`config.mk`:
```
export PLATFORM = sky130hd
export DESIGN_NAME = rsb_supervisor
export DESIGN_NICKNAME = d
export VERILOG_FILES = /design/src/hdl/rsb_pkg.sv /design/src/hdl/rsb_if.sv /design/src/hdl/rsb_debounce.sv /design/src/hdl/rsb_supervisor.sv
export SDC_FILE = /design/constraint.sdc
export NUM_CORES = 1
export LEC_CHECK = 0
export ABC_AREA = 1
export CAP_MARGIN = 20
export CORE_AREA = 2 2 90 92
export CTS_BUF_LIST = sky130_fd_sc_hd__clkbuf_2 sky130_fd_sc_hd__clkbuf_4 sky130_fd_sc_hd__clkbuf_8
export DETAILED_ROUTE_END_ITERATION = 10
export DIE_AREA = 0 0 92 94
export DONT_BUFFER_PORTS = 1
export PLACE_DENSITY = 0.72
export RECOVER_POWER = 25
export SLEW_MARGIN = 20
export SYNTH_ARGS = -nofsm -noshare
export SYNTH_HDL_FRONTEND = slang
export SYNTH_SLANG_ARGS = --single-unit
```
`constraint.sdc`:
```
create_clock -name clk_in -period 3.75 [get_ports clk_in]
set_clock_uncertainty 0.15 [all_clocks]
set_input_delay 0.1875 -clock clk_in [delete_from_list [all_inputs] [get_ports clk_in]]
set_output_delay 0.1875 -clock clk_in [all_outputs]
set_load 0.02 [all_outputs]
```
`src/hdl/rsb_pkg.sv`:
```
// Package with timing constants and state encodings for the reset supervisor.
package rsb_pkg;
    localparam int unsigned RSB_CLK_MHZ = 100;
    localparam int unsigned RSB_MR_MIN_LOW_NS = 1000;
    localparam int unsigned RSB_MR_GLITCH_NS = 100;
    localparam int unsigned RSB_MR_LOW_CYCLES = (RSB_MR_MIN_LOW_NS * RSB_CLK_MHZ) / 1000;
    localparam int unsigned RSB_MR_GLITCH_CYCLES = (RSB_MR_GLITCH_NS * RSB_CLK_MHZ + 999) / 1000;
    localparam int unsigned RSB_GLITCH_US = 60;
    localparam int unsigned RSB_GLITCH_CYCLES = RSB_GLITCH_US * RSB_CLK_MHZ;
    localparam int unsigned RSB_HOLD_MS = 200;
    localparam int unsigned RSB_HOLD_CYCLES = RSB_HOLD_MS * 1000 * RSB_CLK_MHZ;
    localparam int unsigned RSB_CNT_W = 25;
    localparam logic RSB_RESET_ACTIVE = 1'b1;

    typedef enum logic [1:0] {
        RSB_ST_POR = 2'b00,
        RSB_ST_HOLD = 2'b01,
        RSB_ST_RUN = 2'b10
    } rsb_state_t;
endpackage : rsb_pkg

```
`src/hdl/rsb_if.sv`:
```
// Interface carrying the manual reset filter signals between the two modules.
`timescale 1ns/100ps
`default_nettype none
interface rsb_filt_if;
    logic sample_n;
    logic gate;
    logic pressed;
    modport filter (input sample_n, input gate, output pressed);
    modport user (output sample_n, output gate, input pressed);
endinterface : rsb_filt_if
`default_nettype wire

```
`src/hdl/rsb_debounce.sv`:
```
// Low-level filter with a minimum qualifying time.
`timescale 1ns/100ps
`default_nettype none
module rsb_debounce
    import rsb_pkg::*;
#(
    parameter int unsigned LOW_CYCLES = RSB_MR_LOW_CYCLES,
    parameter int unsigned CNT_W = 12
) (
    input wire logic clk_in,
    input wire logic reset_in,
    rsb_filt_if.filter f
);
    logic [CNT_W-1:0] low_cnt_q;
    logic [CNT_W-1:0] low_cnt_d;
    wire logic counting = f.gate && !f.sample_n;
    wire logic reached = (low_cnt_q >= CNT_W'(LOW_CYCLES));

    // Any high sample restarts the count, so short low pulses never qualify.
    assign low_cnt_d = !counting ? '0 : (reached ? low_cnt_q : low_cnt_q + CNT_W'(1));
    assign f.pressed = counting && reached;

    always_ff @(posedge clk_in) begin
        if (reset_in) begin
            low_cnt_q <= '0;
        end else begin
            low_cnt_q <= low_cnt_d;
        end
    end

    chk_short_low_ignored: assert property (@(posedge clk_in) disable iff (reset_in)
        $rose(f.pressed) |-> $past(counting, 2) && $past(counting, 8))
        else $error("Manual reset qualified too early.");
endmodule : rsb_debounce
`default_nettype wire

```
`src/hdl/rsb_supervisor.sv`:
```
// Reset supervisor with manual reset, supply monitor and backup switchover.
// Contract
// Hold everything in its power-on state until the switched supply first rises; code still passes buzzer_drive_in to the buzzer output.
// Flag loss of retention when the switched supply drops too low.
// Reset asserted while manual reset is low, then one full timeout after.
// Ignore short manual reset lows; host holds it low at least one microsecond.
// While reset is active, ignore manual reset, watchdog, chip select and serial bus.
// Both resets active while main supply is below trip level.
// After supply recovers, hold resets for the timeout, then release both.
// A brownout reasserts both reset outputs immediately.
// Every reset assertion lasts at least one full timeout period.
// Trip thresholds belong to the analog comparator feeding below-trip.
// Reject short supply dips below the trip level without a reset.
// Below trip and below backup: switch output supply to backup, assert indicator.
// Above backup or trip: reconnect main supply, release the indicator.
// In backup, open-drain reset driven low and push-pull reset high; code drives the open-drain low only while out_above_min_in is high.
// In backup, power-fail stays active, buzzer floats, gated chip select pulled up.
// Timeout and glitch window are parameterised counters.
// Comparators arrive as synchronised below-trip and below-backup inputs.
`timescale 1ns/100ps
`default_nettype none
module rsb_supervisor
    import rsb_pkg::*;
#(
    parameter int unsigned HOLD_CYCLES = RSB_HOLD_CYCLES,
    parameter int unsigned GLITCH_CYCLES = RSB_GLITCH_CYCLES,
    parameter int unsigned CNT_W = RSB_CNT_W
) (
    input wire logic clk_in,
    input wire logic reset_in,
    input wire logic out_above_por_in,
    input wire logic out_above_retain_in,
    input wire logic out_above_min_in,
    input wire logic main_below_trip_in,
    input wire logic main_below_backup_in,
    input wire logic manual_reset_n_in,
    input wire logic watchdog_kick_in,
    input wire logic chip_select_n_in,
    input wire logic serial_clock_in,
    input wire logic serial_data_in,
    input wire logic powerfail_sense_in,
    input wire logic buzzer_drive_in,
    output logic reset_n_out,
    output logic reset_n_oe_out,
    output logic reset_out,
    output logic backup_active_n_out,
    output logic backup_active_n_oe_out,
    output logic use_backup_out,
    output logic regs_released_out,
    output logic retention_lost_out,
    output logic powerfail_flag_n_out,
    output logic buzzer_out,
    output logic buzzer_oe_out,
    output logic chip_select_n_out,
    output logic watchdog_kick_out,
    output logic serial_clock_out,
    output logic serial_data_out
);
    // Two-stage synchronisers, one per pin except power-fail sense and buzzer drive, in a single vector.
    localparam int unsigned NSYNC = 10;
    logic [NSYNC-1:0] pin_raw;
    logic [NSYNC-1:0] meta_q;
    logic [NSYNC-1:0] sync_q;
    assign pin_raw = {out_above_por_in, out_above_retain_in, out_above_min_in, main_below_trip_in,
                      main_below_backup_in, manual_reset_n_in, watchdog_kick_in, chip_select_n_in,
                      serial_clock_in, serial_data_in};

    genvar gi;
    generate
        for (gi = 0; gi < NSYNC; gi++) begin : g_sync
            always_ff @(posedge clk_in) begin
                if (reset_in) begin
                    meta_q[gi] <= 1'b0;
                    sync_q[gi] <= 1'b0;
                end else begin
                    meta_q[gi] <= pin_raw[gi];
                    sync_q[gi] <= meta_q[gi];
                end
            end
        end
    endgenerate

    wire logic s_por_ok = sync_q[9];
    wire logic s_retain_ok = sync_q[8];
    wire logic s_min_ok = sync_q[7];
    wire logic s_below_trip = sync_q[6];
    wire logic s_below_backup = sync_q[5];
    wire logic s_mr_n = sync_q[4];
    wire logic s_wdi = sync_q[3];
    wire logic s_cs_n = sync_q[2];
    wire logic s_scl = sync_q[1];
    wire logic s_sda = sync_q[0];

    // Power-on release is sticky; later dips are covered by the retention flag.
    logic released_q;
    logic retain_lost_q;
    always_ff @(posedge clk_in) begin
        if (reset_in) begin
            released_q <= 1'b0;
            retain_lost_q <= 1'b0;
        end else begin
            if (s_por_ok) begin
                released_q <= 1'b1;
            end
            if (released_q && !s_retain_ok) begin
                retain_lost_q <= 1'b1;
            end
        end
    end

    // Glitch filter: a dip must last the whole window to count as undervoltage.
    logic [CNT_W-1:0] dip_cnt_q;
    logic [CNT_W-1:0] dip_cnt_d;
    wire logic dip_full = (dip_cnt_q >= CNT_W'(GLITCH_CYCLES));
    wire logic under_volt = s_below_trip && dip_full;
    assign dip_cnt_d = !s_below_trip ? '0 : (dip_full ? dip_cnt_q : dip_cnt_q + CNT_W'(1));

    // Backup switch follows the raw comparators so the supply swaps without delay.
    wire logic on_backup = s_below_trip && s_below_backup;

    // Manual reset filter, gated off while reset is already active.
    logic rst_active;
    rsb_filt_if mr_if ();
    assign mr_if.sample_n = s_mr_n;
    assign mr_if.gate = !rst_active;
    rsb_debounce #(
        .LOW_CYCLES(RSB_MR_LOW_CYCLES),
        .CNT_W(12)
    ) rsb_debounce_i (
        .clk_in(clk_in),
        .reset_in(reset_in),
        .f(mr_if.filter)
    );

    // A press that started outside reset keeps reset held until the pin returns high.
    logic mr_held_q;
    always_ff @(posedge clk_in) begin
        if (reset_in) begin
            mr_held_q <= 1'b0;
        end else if (mr_if.pressed) begin
            mr_held_q <= 1'b1;
        end else if (s_mr_n) begin
            mr_held_q <= 1'b0;
        end
    end
    wire logic mr_cause = mr_if.pressed || (mr_held_q && !s_mr_n);

    // Backup counts as a cause, so that a short dip into backup still costs a full timeout.
    wire logic cause = !released_q || under_volt || mr_cause || on_backup;

    // Reset timing state machine.
    rsb_state_t state_q;
    rsb_state_t state_d;
    logic [CNT_W-1:0] hold_cnt_q;
    logic [CNT_W-1:0] hold_cnt_d;
    wire logic hold_done = (hold_cnt_q >= CNT_W'(HOLD_CYCLES - 1));

    always_comb begin
        state_d = state_q;
        hold_cnt_d = hold_cnt_q;
        case (state_q)
            RSB_ST_POR: begin
                hold_cnt_d = '0;
                if (!cause) begin
                    state_d = RSB_ST_HOLD;
                end
            end
            RSB_ST_HOLD: begin
                if (cause) begin
                    hold_cnt_d = '0;
                    state_d = RSB_ST_POR;
                end else if (hold_done) begin
                    state_d = RSB_ST_RUN;
                end else begin
                    hold_cnt_d = hold_cnt_q + CNT_W'(1);
                end
            end
            RSB_ST_RUN: begin
                hold_cnt_d = '0;
                if (cause) begin
                    state_d = RSB_ST_POR;
                end
            end
            default: begin
                state_d = RSB_ST_POR;
                hold_cnt_d = '0;
            end
        endcase
    end

    always_ff @(posedge clk_in) begin
        if (reset_in) begin
            state_q <= RSB_ST_POR;
            hold_cnt_q <= '0;
            dip_cnt_q <= '0;
        end else begin
            state_q <= state_d;
            hold_cnt_q <= hold_cnt_d;
            dip_cnt_q <= dip_cnt_d;
        end
    end

    // Reset stays asserted in backup even if the counter logic were idle.
    assign rst_active = (state_q != RSB_ST_RUN) || on_backup;

    // Registered outputs.
    logic rst_q;
    logic backup_supply_q;
    logic pfo_n_q;
    logic buz_q;
    logic cs_n_q;
    logic wdi_q;
    logic scl_q;
    logic sda_q;
    always_ff @(posedge clk_in) begin
        if (reset_in) begin
            rst_q <= RSB_RESET_ACTIVE;
            backup_supply_q <= 1'b0;
            pfo_n_q <= 1'b0;
            buz_q <= 1'b0;
            cs_n_q <= 1'b1;
            wdi_q <= 1'b0;
            scl_q <= 1'b1;
            sda_q <= 1'b1;
        end else begin
            rst_q <= rst_active;
            backup_supply_q <= on_backup;
            // Power-fail low while main is below trip, high while reset is active, else follows the sense pin.
            pfo_n_q <= s_below_trip ? 1'b0 : (rst_active ? 1'b1 : powerfail_sense_in);
            buz_q <= buzzer_drive_in;
            // Inputs are blocked while reset is active; select and serial forced high, kick held.
            cs_n_q <= rst_active ? 1'b1 : s_cs_n;
            wdi_q <= rst_active ? wdi_q : s_wdi;
            scl_q <= rst_active ? 1'b1 : s_scl;
            sda_q <= rst_active ? 1'b1 : s_sda;
        end
    end

    assign reset_n_out = 1'b0;
    assign reset_n_oe_out = rst_q && s_min_ok;
    assign reset_out = rst_q;
    assign backup_active_n_out = 1'b0;
    assign backup_active_n_oe_out = backup_supply_q;
    assign use_backup_out = backup_supply_q;
    assign regs_released_out = released_q;
    assign retention_lost_out = retain_lost_q;
    assign powerfail_flag_n_out = pfo_n_q;
    assign buzzer_out = buz_q;
    assign buzzer_oe_out = !backup_supply_q;
    assign chip_select_n_out = cs_n_q;
    assign watchdog_kick_out = wdi_q;
    assign serial_clock_out = scl_q;
    assign serial_data_out = sda_q;

    chk_backup_holds_reset: assert property (@(posedge clk_in) disable iff (reset_in)
        backup_supply_q |-> reset_out && !buzzer_oe_out)
        else $error("Backup without reset or with buzzer driven.");
    chk_brownout_reasserts: assert property (@(posedge clk_in) disable iff (reset_in)
        under_volt |=> ##1 reset_out)
        else $error("Brownout did not reassert reset.");
    chk_release_after_hold: assert property (@(posedge clk_in) disable iff (reset_in)
        $fell(reset_out) |-> $past(state_q == RSB_ST_HOLD, 2) && $past(hold_done, 2) && !$past(cause, 2))
        else $error("Reset released early.");
    chk_mr_keeps_reset: assert property (@(posedge clk_in) disable iff (reset_in)
        mr_cause |=> ##1 reset_out)
        else $error("Manual reset not held.");
    chk_gate_during_reset: assert property (@(posedge clk_in) disable iff (reset_in)
        $past(rst_active) |-> chip_select_n_out && serial_clock_out)
        else $error("Input passed during reset.");
    chk_backup_indicator: assert property (@(posedge clk_in) disable iff (reset_in)
        on_backup |=> backup_active_n_oe_out)
        else $error("Backup indicator missing.");
    chk_main_reconnect: assert property (@(posedge clk_in) disable iff (reset_in)
        !s_below_trip |=> !use_backup_out)
        else $error("Main supply not reconnected.");
    chk_glitch_rejected: assert property (@(posedge clk_in) disable iff (reset_in)
        $rose(under_volt) |-> $past(s_below_trip) && $past(dip_cnt_q) == CNT_W'(GLITCH_CYCLES - 1))
        else $error("Short dip caused reset.");
    chk_por_hold: assert property (@(posedge clk_in) disable iff (reset_in)
        !released_q |=> ##1 reset_out)
        else $error("Reset released before power-on.");
    chk_retention_flag: assert property (@(posedge clk_in) disable iff (reset_in)
        released_q && !s_retain_ok |=> retention_lost_out)
        else $error("Retention loss not flagged.");
    chk_backup_side_outputs: assert property (@(posedge clk_in) disable iff (reset_in)
        backup_supply_q |-> !powerfail_flag_n_out && chip_select_n_out)
        else $error("Power-fail or chip select wrong in backup.");
    chk_hold_length: assert property (@(posedge clk_in) disable iff (reset_in)
        state_q == RSB_ST_HOLD && state_d == RSB_ST_RUN |-> hold_cnt_q == CNT_W'(HOLD_CYCLES - 1))
        else $error("Timeout ended before its full count.");
    chk_por_state: assert property (@(posedge clk_in) disable iff (reset_in)
        !released_q |-> state_q == RSB_ST_POR)
        else $error("State left power-on before release.");
    chk_kick_frozen: assert property (@(posedge clk_in) disable iff (reset_in)
        $past(rst_active) |-> $stable(watchdog_kick_out))
        else $error("Watchdog kick passed during reset.");
    chk_indicator_release: assert property (@(posedge clk_in) disable iff (reset_in)
        !on_backup |=> !backup_active_n_oe_out)
        else $error("Backup indicator stuck.");
    chk_undervolt_drives: assert property (@(posedge clk_in) disable iff (reset_in)
        under_volt |=> ##1 reset_out && (reset_n_oe_out || !s_min_ok))
        else $error("Undervoltage without both resets.");
endmodule : rsb_supervisor
`default_nettype wire

```
After elaboration in Yosys (flattened, before gate mapping)

Cells that the tools add are included.

Register bits after elaboration: 95
Input bits: 14
Output and inout bits: 15
Logic and storage cells: 83

Add/subtract/negate cells: 3
Order comparisons: 3
Eq/ne operators: 6
Multiplexer cells: 8
Bitwise gates (word level): 3
Reduce and logical (&&, ||, !) cells: 25

Operator list:

| cell                    | count |
|---|---|
| $add A25 B1 Y25 const B | 2 |
| $ge A25 B13 Y1 const B  | 1 |
| $ge A25 B25 Y1 const B  | 1 |
| $add A12 B1 Y12 const B | 1 |
| $ge A12 B7 Y1 const B   | 1 |
| $mux W2                 | 4 |
| $reduce_or A2 Y1        | 4 |
| $logic_and A1 B1 Y1     | 7 |
| $ne A2 B2 Y1 const B    | 3 |
| $pmux W2 S3             | 1 |
| $logic_not A1 Y1        | 5 |
| $logic_or A1 B1 Y1      | 5 |
| $mux W1                 | 3 |
| $ne A3 B3 Y1 const B    | 1 |
| $not A1 Y1              | 3 |
| $reduce_and A3 Y1       | 1 |
| $reduce_or A3 Y1        | 1 |
| $eq A2 B1 Y1 const B    | 1 |
| $eq A2 B2 Y1 const B    | 1 |
| $logic_not A2 Y1        | 1 |
| $reduce_bool A2 Y1      | 1 |

Longest topological paths before layout

Gate-level depths: netlist of run 1.

Depth after elaboration: 10
Gate-level depth with buffers: 14
Gate-level depth less buffers: 12

Cells and area by module

From an unflattened synthesis of run 1, not the netlist that was laid out.

Cells, all modules: 579
Area total of the unflattened synthesis: 4,165.2 um^2

By module, submodules not included:

| module         | instances | cells an instance | area an instance (um^2) |
|---|---|---|---|
| rsb_supervisor | 1         | 495               | 3,588.4 |
| rsb_debounce   | 1         | 84                | 576.8 |

Worst setup path before layout of run 1

OpenSTA, ideal clock, no wires.

Path kind: register to register
From: reg hold_cnt_q[0]
To: reg hold_cnt_q[6]
Library setup time: 0.115 ns
Arrival time: 1.522 ns
Required time: 3.485 ns
Slack: 1.963 ns
Stages on the path, launching flop included: 12
Clock period less this slack: 1.787 ns
Cell sequence: dfxtp_1 ha_1 inv_1 nor2_4 nand2_2 nor2_2 nand2_2 nand3_4 buf_6 nor2_2 a21oi_1 nor2_1

Word-level cells in the longest chain between the ends: 1
Elaborated cells on any way between the ends: 2

Ends and longest elaborated chain:

| element                                           | line                                         | text |
|---|---|---|
| from (decl)                                       | rsb_supervisor.sv:154                        | `logic [CNT_W-1:0] hold_cnt_q;` |
| from (signal assigned)                            | rsb_supervisor.sv:198                        | `hold_cnt_q <= hold_cnt_d;` |
| $add A25 B1 Y25 or $ge A25 B25 Y1 (tied branches) | rsb_supervisor.sv:175, rsb_supervisor.sv:156 |  |

Parallel ways exist; a longest one is shown, timed or not.
A chain may end at the register's enable or synchronous reset.

Final worst setup path of run 1

From: in reset_in
To: reg dip_cnt_q[10]

Word-level cells in the longest chain between the ends: 1

Ends and longest elaborated chain:

| element                           | line                  | text |
|---|---|---|
| from (decl)                       | rsb_supervisor.sv:30  | `input wire logic reset_in,` |
| $reduce_or A2 Y1 (no source line) | n/a                   |  |
| to (signal assigned)              | rsb_supervisor.sv:199 | `dip_cnt_q <= dip_cnt_d;` |
| to (decl)                         | rsb_supervisor.sv:112 | `logic [CNT_W-1:0] dip_cnt_q;` |

No other way between the ends.

==> impl_metrics.env, run 1 <==
export IMPL_setup_tns_ns=0
export IMPL_num_antenna_cells=0
export IMPL_ys_types=38
export IMPL_fp_dieW_um=92
export IMPL_row_count=32
export IMPL_p_per_area_nw_per_um2=379
export IMPL_worstHoldPathType="flip-flop to flip-flop"
export IMPL_synthesis_area_um2=4310
export IMPL_grt_usage_pct=20.0
export IMPL_end_kind="flip-flop"
export IMPL_reg2reg_depth=11
export IMPL_routedWlPerCell_um=11.3
export IMPL_synth_area_per_cell_um2=7.25
export IMPL_layout_drive_gt1_share_pct=10.6
export IMPL_synth_xor_area_share_pct=2.44
export IMPL_finalHoldViolCount=0
export IMPL_synth_top_area_share_pct=44.1
export IMPL_antenna_left=0
export IMPL_period_share_pct=57.8
export IMPL_cts_root_buf="clkbuf_8"
export IMPL_die_area_um2=8650
export IMPL_grt_overflow_total=0
export IMPL_ir_worst_vdd_mv=0.270
export IMPL_tightest_slew_ns=0.916
export IMPL_ioPinCount=29
export IMPL_yosysTopAreaCell="dfxtp_1"
export IMPL_antenna_found_initial=0
export IMPL_dpl_hpwl_mm=5.73
export IMPL_vias=3511
export IMPL_maxCapViolCount=0
export IMPL_leakage_nw=1.75
export IMPL_vias_per_cell=4.92
export IMPL_synth_adder_area_share_pct=1.45
export IMPL_maxSlewViolCount=0
export IMPL_clock_sinks=95
export IMPL_rsz0062_at_grt="false"
export IMPL_synth_simple_area_share_pct=32.8
export IMPL_drc=0
export IMPL_clkTransAtPathRegs_ns=0.11
export IMPL_portBuffers=0
export IMPL_clock_path_buffers=2
export IMPL_synth_compound_area_share_pct=7.46
export IMPL_hold_depth=2
export IMPL_period_needed_ns=2.17
export IMPL_crit_type="input pin to flip-flop"
export IMPL_synth_ff_type="dfxtp_1"
export IMPL_fmax_ghz=0.462
export IMPL_relSlewSlack_pct=38.8
export IMPL_h_tree_depth=3
export IMPL_synth_top_family_by_area="simple AND/OR/NAND/NOR gates"
export IMPL_crit_path_start_kind="input pin"
export IMPL_worstSkewPairLatency_ns=0.36
export IMPL_start_util_pct=56.7
export IMPL_dpl_cell_count=684
export IMPL_required_ns=3.83
export IMPL_synth_edf_count=0
export IMPL_synth_area_mux_share_pct=0
export IMPL_gp_congestion=0.876
export IMPL_crit_path_max_fanout=28
export IMPL_core_um2=7610
export IMPL_grt_pass1_wl_mm=14.0
export IMPL_yosys_top_cells_area="dfxtp_1 (44%), inv_1 (8.9%), nand2_1 (8.8%)"
export IMPL_outcome="completed"
export IMPL_netlist_instances=595
export IMPL_fin_nets=625
export IMPL_dr_pass1_iters=4
export IMPL_synth_seq_cells=95
export IMPL_dp_slack_ns=1.67
export IMPL_ys_seq_area_share_pct=44.1
export IMPL_ys_warn_count=0
export IMPL_arrival_ns=2.25
export IMPL_area_growth_pct=9.11
export IMPL_setup_viol=0
export IMPL_grt_max_degree=29
export IMPL_hold_ws_ns=0.250
export IMPL_grt_pass1_vias=3272
export IMPL_drt_iter0_drc=116
export IMPL_finalPower_w=0.00179
export IMPL_drt_wl_total_mm=8.04
export IMPL_cts_tree="built"
export IMPL_numCtsBuffers=9
export IMPL_die_h_um=94
export IMPL_async_reset_ff_share_pct=0
export IMPL_stdcell_count=713
export IMPL_fin_ws_ns=1.58
-- placed cells by master (no fill, tap or decap), types with 2 or more instances in the layout --
cell	count
inv_6	2
nand2_1	101
dlygate4sd3_1	13
o21ai_0	18
and3_1	3
xor2_1	10
nor2_4	6
conb_1	2
nand3_1	19
xnor2_1	2
a21oi_2	3
clkinv_8	2
o21ai_2	2
inv_1	102
clkbuf_8	9
nand3_2	3
inv_2	8
dfxtp_1	95
a21oi_1	32
nor3_1	21
or2_2	3
nor2_1	99
nand2_2	8
ha_1	5
nor2_2	8
nor3_2	5
nand4_1	17
-- Yosys cell counts (all sizes together) (2+ instances only) --
cell type    n
nor2       113
inv        110
nand2      110
dfxtp       95
a21oi       35
nor3        26
nand3       23
o21ai       21
nand4       18
buf         13
xor2        10
ha           5
or2          4
and3         3
xnor2        2
-- path summary, 6_finish.rpt --
kind | slack [ns] | from | endpoint
hold reg to reg | 0.25 | meta_q[4]$_SDFF_PP0_ | mr_if.sample_n$_SDFF_PP0_
setup / recovery | 1.58 | reset_in | dip_cnt_q[10]$_SDFFE_PP0P_
hold / removal | 0.25 | meta_q[4]$_SDFF_PP0_ | mr_if.sample_n$_SDFF_PP0_
setup reg to reg | 1.63 | hold_cnt_q[0]$_SDFFE_PP0N_ | hold_cnt_q[3]$_SDFFE_PP0N_
-- flip-flops by register name (all words and copies together) (netlist names), 2 cells and up --
| register | cells |
|---|---|
| meta_q | 10 |
| dip_cnt_q | 25 |
| rsb_debounce_i.low_cnt_q | 12 |
| state_q | 2 |
| hold_cnt_q | 25 |
-- metal layers --
metal	GRT usage, %	vias to the layer above	wire [um]
met3	4.09	9	201
met1	23.2	1598	3670
met5	0	-	0
li1	-	1861	-
met2	37.3	43	4080
met4	5.85	0	95
-- worst max-delay path: stages --
cell           delay (ns)
dlygate4sd3_1        1.14
nor2_1               0.36
inv_1                0.46
nor3b_1              0.10
-- cells by family (layout without fill, tap and decap cells) --
group	Yosys count	count (layout)
buffers and inverters	124	139
AO/OA/AOI/OAI	59	59
flip-flops	95	95
adder cells (fa/ha/maj)	5	5
AND/OR/NAND/NOR	299	299
other	1	2
XOR/XNOR	12	12
-- final cells by class --
type / instances / area (um2)
fillers: 704 / 2900
multi-input cells: 377 / 1910
flip-flops and latches: 95 / 1900
inverters: 110 / 413
repair buffers: 13 / 130
well taps: 102 / 128
clock buffers: 9 / 124
clock inverters: 7 / 98.8
-- repair_timing --
| item | CTS | global route |
|---|---|---|
| hold buffers | 13 | 0 |
| endpoints found under the hold margin | 40 | 0 |
| setup buffers | 0 | 0 |
| resized for setup | 0 | 0 |
-- report_power, final --
part / total (W) / switching (W) / internal, W
combinational: 0.0000362 / 0.0000201 / 0.0000160
clock: 0.000719 / 0.000391 / 0.000329
sequential: 0.00103 / 0.00000873 / 0.00102
total: 0.00179 / 0.000420 / 0.00137
-- metrics by stage --
| step | util [%] | instance area (um2) |
|---|---|---|
| 2_1_floorplan | - | 4320 |
| 3_3_place_gp | 57.2 | 4350 |
| 3_5_place_dp | 57.2 | 4350 |
| 4_1_cts | 61.9 | 4710 |
| 5_1_grt | 61.9 | 4710 |
| 6_report | 61.9 | 4710 |
(Power assumes the default switching activity.)
==> inputs of run 2 (changes only) <==
PLACE_DENSITY = 0.75   (was 0.72)
clock period = 1.8 ns   (was 3.75 ns; I/O delays follow)
==> run 2 against run 1 <==
The flow now finishes with violations (negative setup slack); final cell count increased by 6.9%; via count increased by 9.1%; non-clock buffer count increased by 49; worst setup slack got worse by 1.6 ns; sequential share of layout area decreased by 3.8 points; total power increased by 97%; cell area increased by 12%; sequential power increased by 110%; clock power increased by 81%; global-route usage increased by 2.6 points; clock-buffer cell count increased by 2; first-iteration DRC count increased by 56%; critical path type is now flip-flop to flip-flop; highest routed layer unchanged.
==> impl_metrics.env, run 2 (same netlist as run 1, synthesis figures left out) <==
export IMPL_min_delay_start="reset_in"
export IMPL_required_ns=1.93
export IMPL_r2r_end="hold_cnt_q[9]$_SDFFE_PP0N_"
export IMPL_routedWlPerCell_um=12.4
export IMPL_end_kind="flip-flop"
export IMPL_crit_buf_inv=3
export IMPL_finalHoldViolCount=0
export IMPL_start_util_pct=56.7
export IMPL_dpl_cell_count=722
export IMPL_met3_usage_pct=5.54
export IMPL_grt_max_degree=23
export IMPL_leakage_nw=2.04
export IMPL_core_um2=7610
export IMPL_portBuffers=0
export IMPL_fmax_ghz=0.553
export IMPL_drc=0
export IMPL_dp_slack_ns=-0.0600
export IMPL_numCtsBuffers=9
export IMPL_gp_congestion=0.937
export IMPL_cts_tree="built"
export IMPL_clkTransAtPathRegs_ns=0.10
export IMPL_antenna_found_initial=0
export IMPL_fillCellCount=602
export IMPL_cts_root_buf="clkbuf_8"
export IMPL_violations="negative setup slack"
export IMPL_drt_iter0_drc=181
export IMPL_outcome="finished with violations"
export IMPL_dpl_hpwl_mm=6.47
export IMPL_setup_viol=8
export IMPL_crit_start="rsb_debounce_i.low_cnt_q[9]$_SDFFE_PP0P_"
export IMPL_period_needed_ns=1.81
export IMPL_worstSkewPairLatency_ns=0.36
export IMPL_arrival_ns=1.94
export IMPL_rsz0062_at_grt="true"
export IMPL_antenna_left=0
export IMPL_grt_overflow_total=0
export IMPL_h_tree_depth=3
export IMPL_worstPathCellList="inv_2 > nand3_2 > nor3_2 > nand2_2 > nand2_2 > o21ai_2 > nor2_4 > buf_4 > nand4_4 > buf_12 > a21oi_1"
export IMPL_worstHoldPathType="input pin to flip-flop"
export IMPL_clock_path_buffers=2
export IMPL_ioPinCount=29
export IMPL_layout_common_cells="inv_1 (95), nor2_1 (92), nand2_1 (91)"
export IMPL_die_h_um=94
export IMPL_crit_slowest_cell="dfxtp_1"
export IMPL_hold_depth=2
export IMPL_post_dp_cell_area_um2=4660
export IMPL_cp_top_family="simple AND/OR/NAND/NOR gates"
export IMPL_layout_drive_gt1_share_pct=25.5
export IMPL_maxSlewViolCount=0
export IMPL_drt_wl_total_mm=9.44
export IMPL_fin_nets=674
export IMPL_grtUsageMet1_pct=26.3
export IMPL_clock_sinks=95
export IMPL_hold_path_end="regs_released_out$_SDFFE_PP0P_"
export IMPL_grt_pass1_wl_mm=15.8
export IMPL_reg2reg_from="rsb_debounce_i.low_cnt_q[9]$_SDFFE_PP0P_"
export IMPL_die_area_um2=8650
export IMPL_maxCapViolCount=0
export IMPL_cpPeakStageDelay_ns=0.32
export IMPL_period_share_pct=100
export IMPL_num_antenna_cells=0
export IMPL_grt_pass1_vias=3672
export IMPL_final_common_cell="inv_1"
export IMPL_crit_path_start_kind="flip-flop"
export IMPL_area_growth_pct=22.3
export IMPL_busiest_layer="met2"
export IMPL_grt_usage_pct=22.7
export IMPL_row_count=32
export IMPL_vias_per_cell=5.03
export IMPL_ir_worst_vdd_mv=0.521
export IMPL_cpMostUsedCell="nand2_2"
export IMPL_reg2reg_depth=11
export IMPL_fp_dieW_um=92
export IMPL_relSlewSlack_pct=43.1
export IMPL_p_per_area_nw_per_um2=669
export IMPL_design_area_um2=5280
export IMPL_met2_usage_pct=40.9
export IMPL_reg_largest_list="dip_cnt_q: 25 flops, hold_cnt_q: 25 flops, rsb_debounce_i.low_cnt_q: 12 flops"
export IMPL_tightest_slew_ns=0.854
export IMPL_crit_path_max_fanout=19
export IMPL_vias=3831
export IMPL_stdcell_count=762
export IMPL_ff2ff_setup_slack_ns=-0.007
export IMPL_crit_type="flip-flop to flip-flop"
export IMPL_dr_pass1_iters=5
export IMPL_fin_ws_ns=-0.00680
## run 2: through the flow
stage	total power (W)	hold WS, ns	setup TNS, ns	util (%)
floorplan	0.00224	0.0470	0	-
global placement	0.00224	0.0128	0	61.3
detailed placement	0.00225	0.0153	-0.175	61.3
CTS	0.00356	0.177	-0.0246	66.5
global route	0.00364	0.179	-2.03	69.3
finish	0.00353	0.158	-0.0220	69.3
## run 2: how the worst max path moves through the flow
stage | endpoint | slack [ns] | cells past startpoint
2_1_floorplan | hold_cnt_q[6]$_SDFFE_PP0N_ | 0.01 | 11
3_3_place_gp | hold_cnt_q[23]$_SDFFE_PP0N_ | 0.04 | 10
3_5_place_dp | hold_cnt_q[12]$_SDFFE_PP0N_ | -0.06 | 7
4_1_cts | hold_cnt_q[18]$_SDFFE_PP0N_ | -0.02 | 11
5_1_grt | hold_cnt_q[22]$_SDFFE_PP0N_ | -0.12 | 11
6_report | hold_cnt_q[9]$_SDFFE_PP0N_ | -0.007 | 11
## run 2: cell type report
cell class | instances | area, um2 | area share [%]
multi-input combinational | 377 | 2070 | 39.3
sequential | 95 | 1930 | 36.6
timing repair buffer | 62 | 544 | 10.3
inverter | 110 | 419 | 7.95
clock buffer | 11 | 139 | 2.63
tap | 102 | 128 | 2.42
clock inverter | 5 | 43.8 | 0.830
## run 2: routing by layer
metal	wire length, um	up-vias
met5	0	-
met4	174	0
met3	430	20
met2	4890	86
met1	3940	1763
li1	-	1962
## run 2: report_power, final
part | internal [W] | switching [W]
combinational | 0.0000415 | 0.0000481
clock | 0.000548 | 0.000750
sequential | 0.00212 | 0.0000166
total | 0.00271 | 0.000814
## run 2: what timing repair did
action | in CTS | in global routing
hold buffers | 16 | 0
setup buffers | 2 | 6
cloned | 0 | 0
hold endpoints to repair | 50 | 0
pin swaps | 3 | 25
resized for setup | 8 | 67
endpoints found under the setup margin | 24 | 51
## run 2: worst reg2reg max path: cells and delay by family (launching register included)
| kind | cells | cell delay [ns] |
|---|---|---|
| AND/OR/NAND/NOR | 6 | 0.70 |
| buffers and inverters | 3 | 0.38 |
| flip-flops | 1 | 0.32 |
| AO/OA/AOI/OAI | 2 | 0.19 |
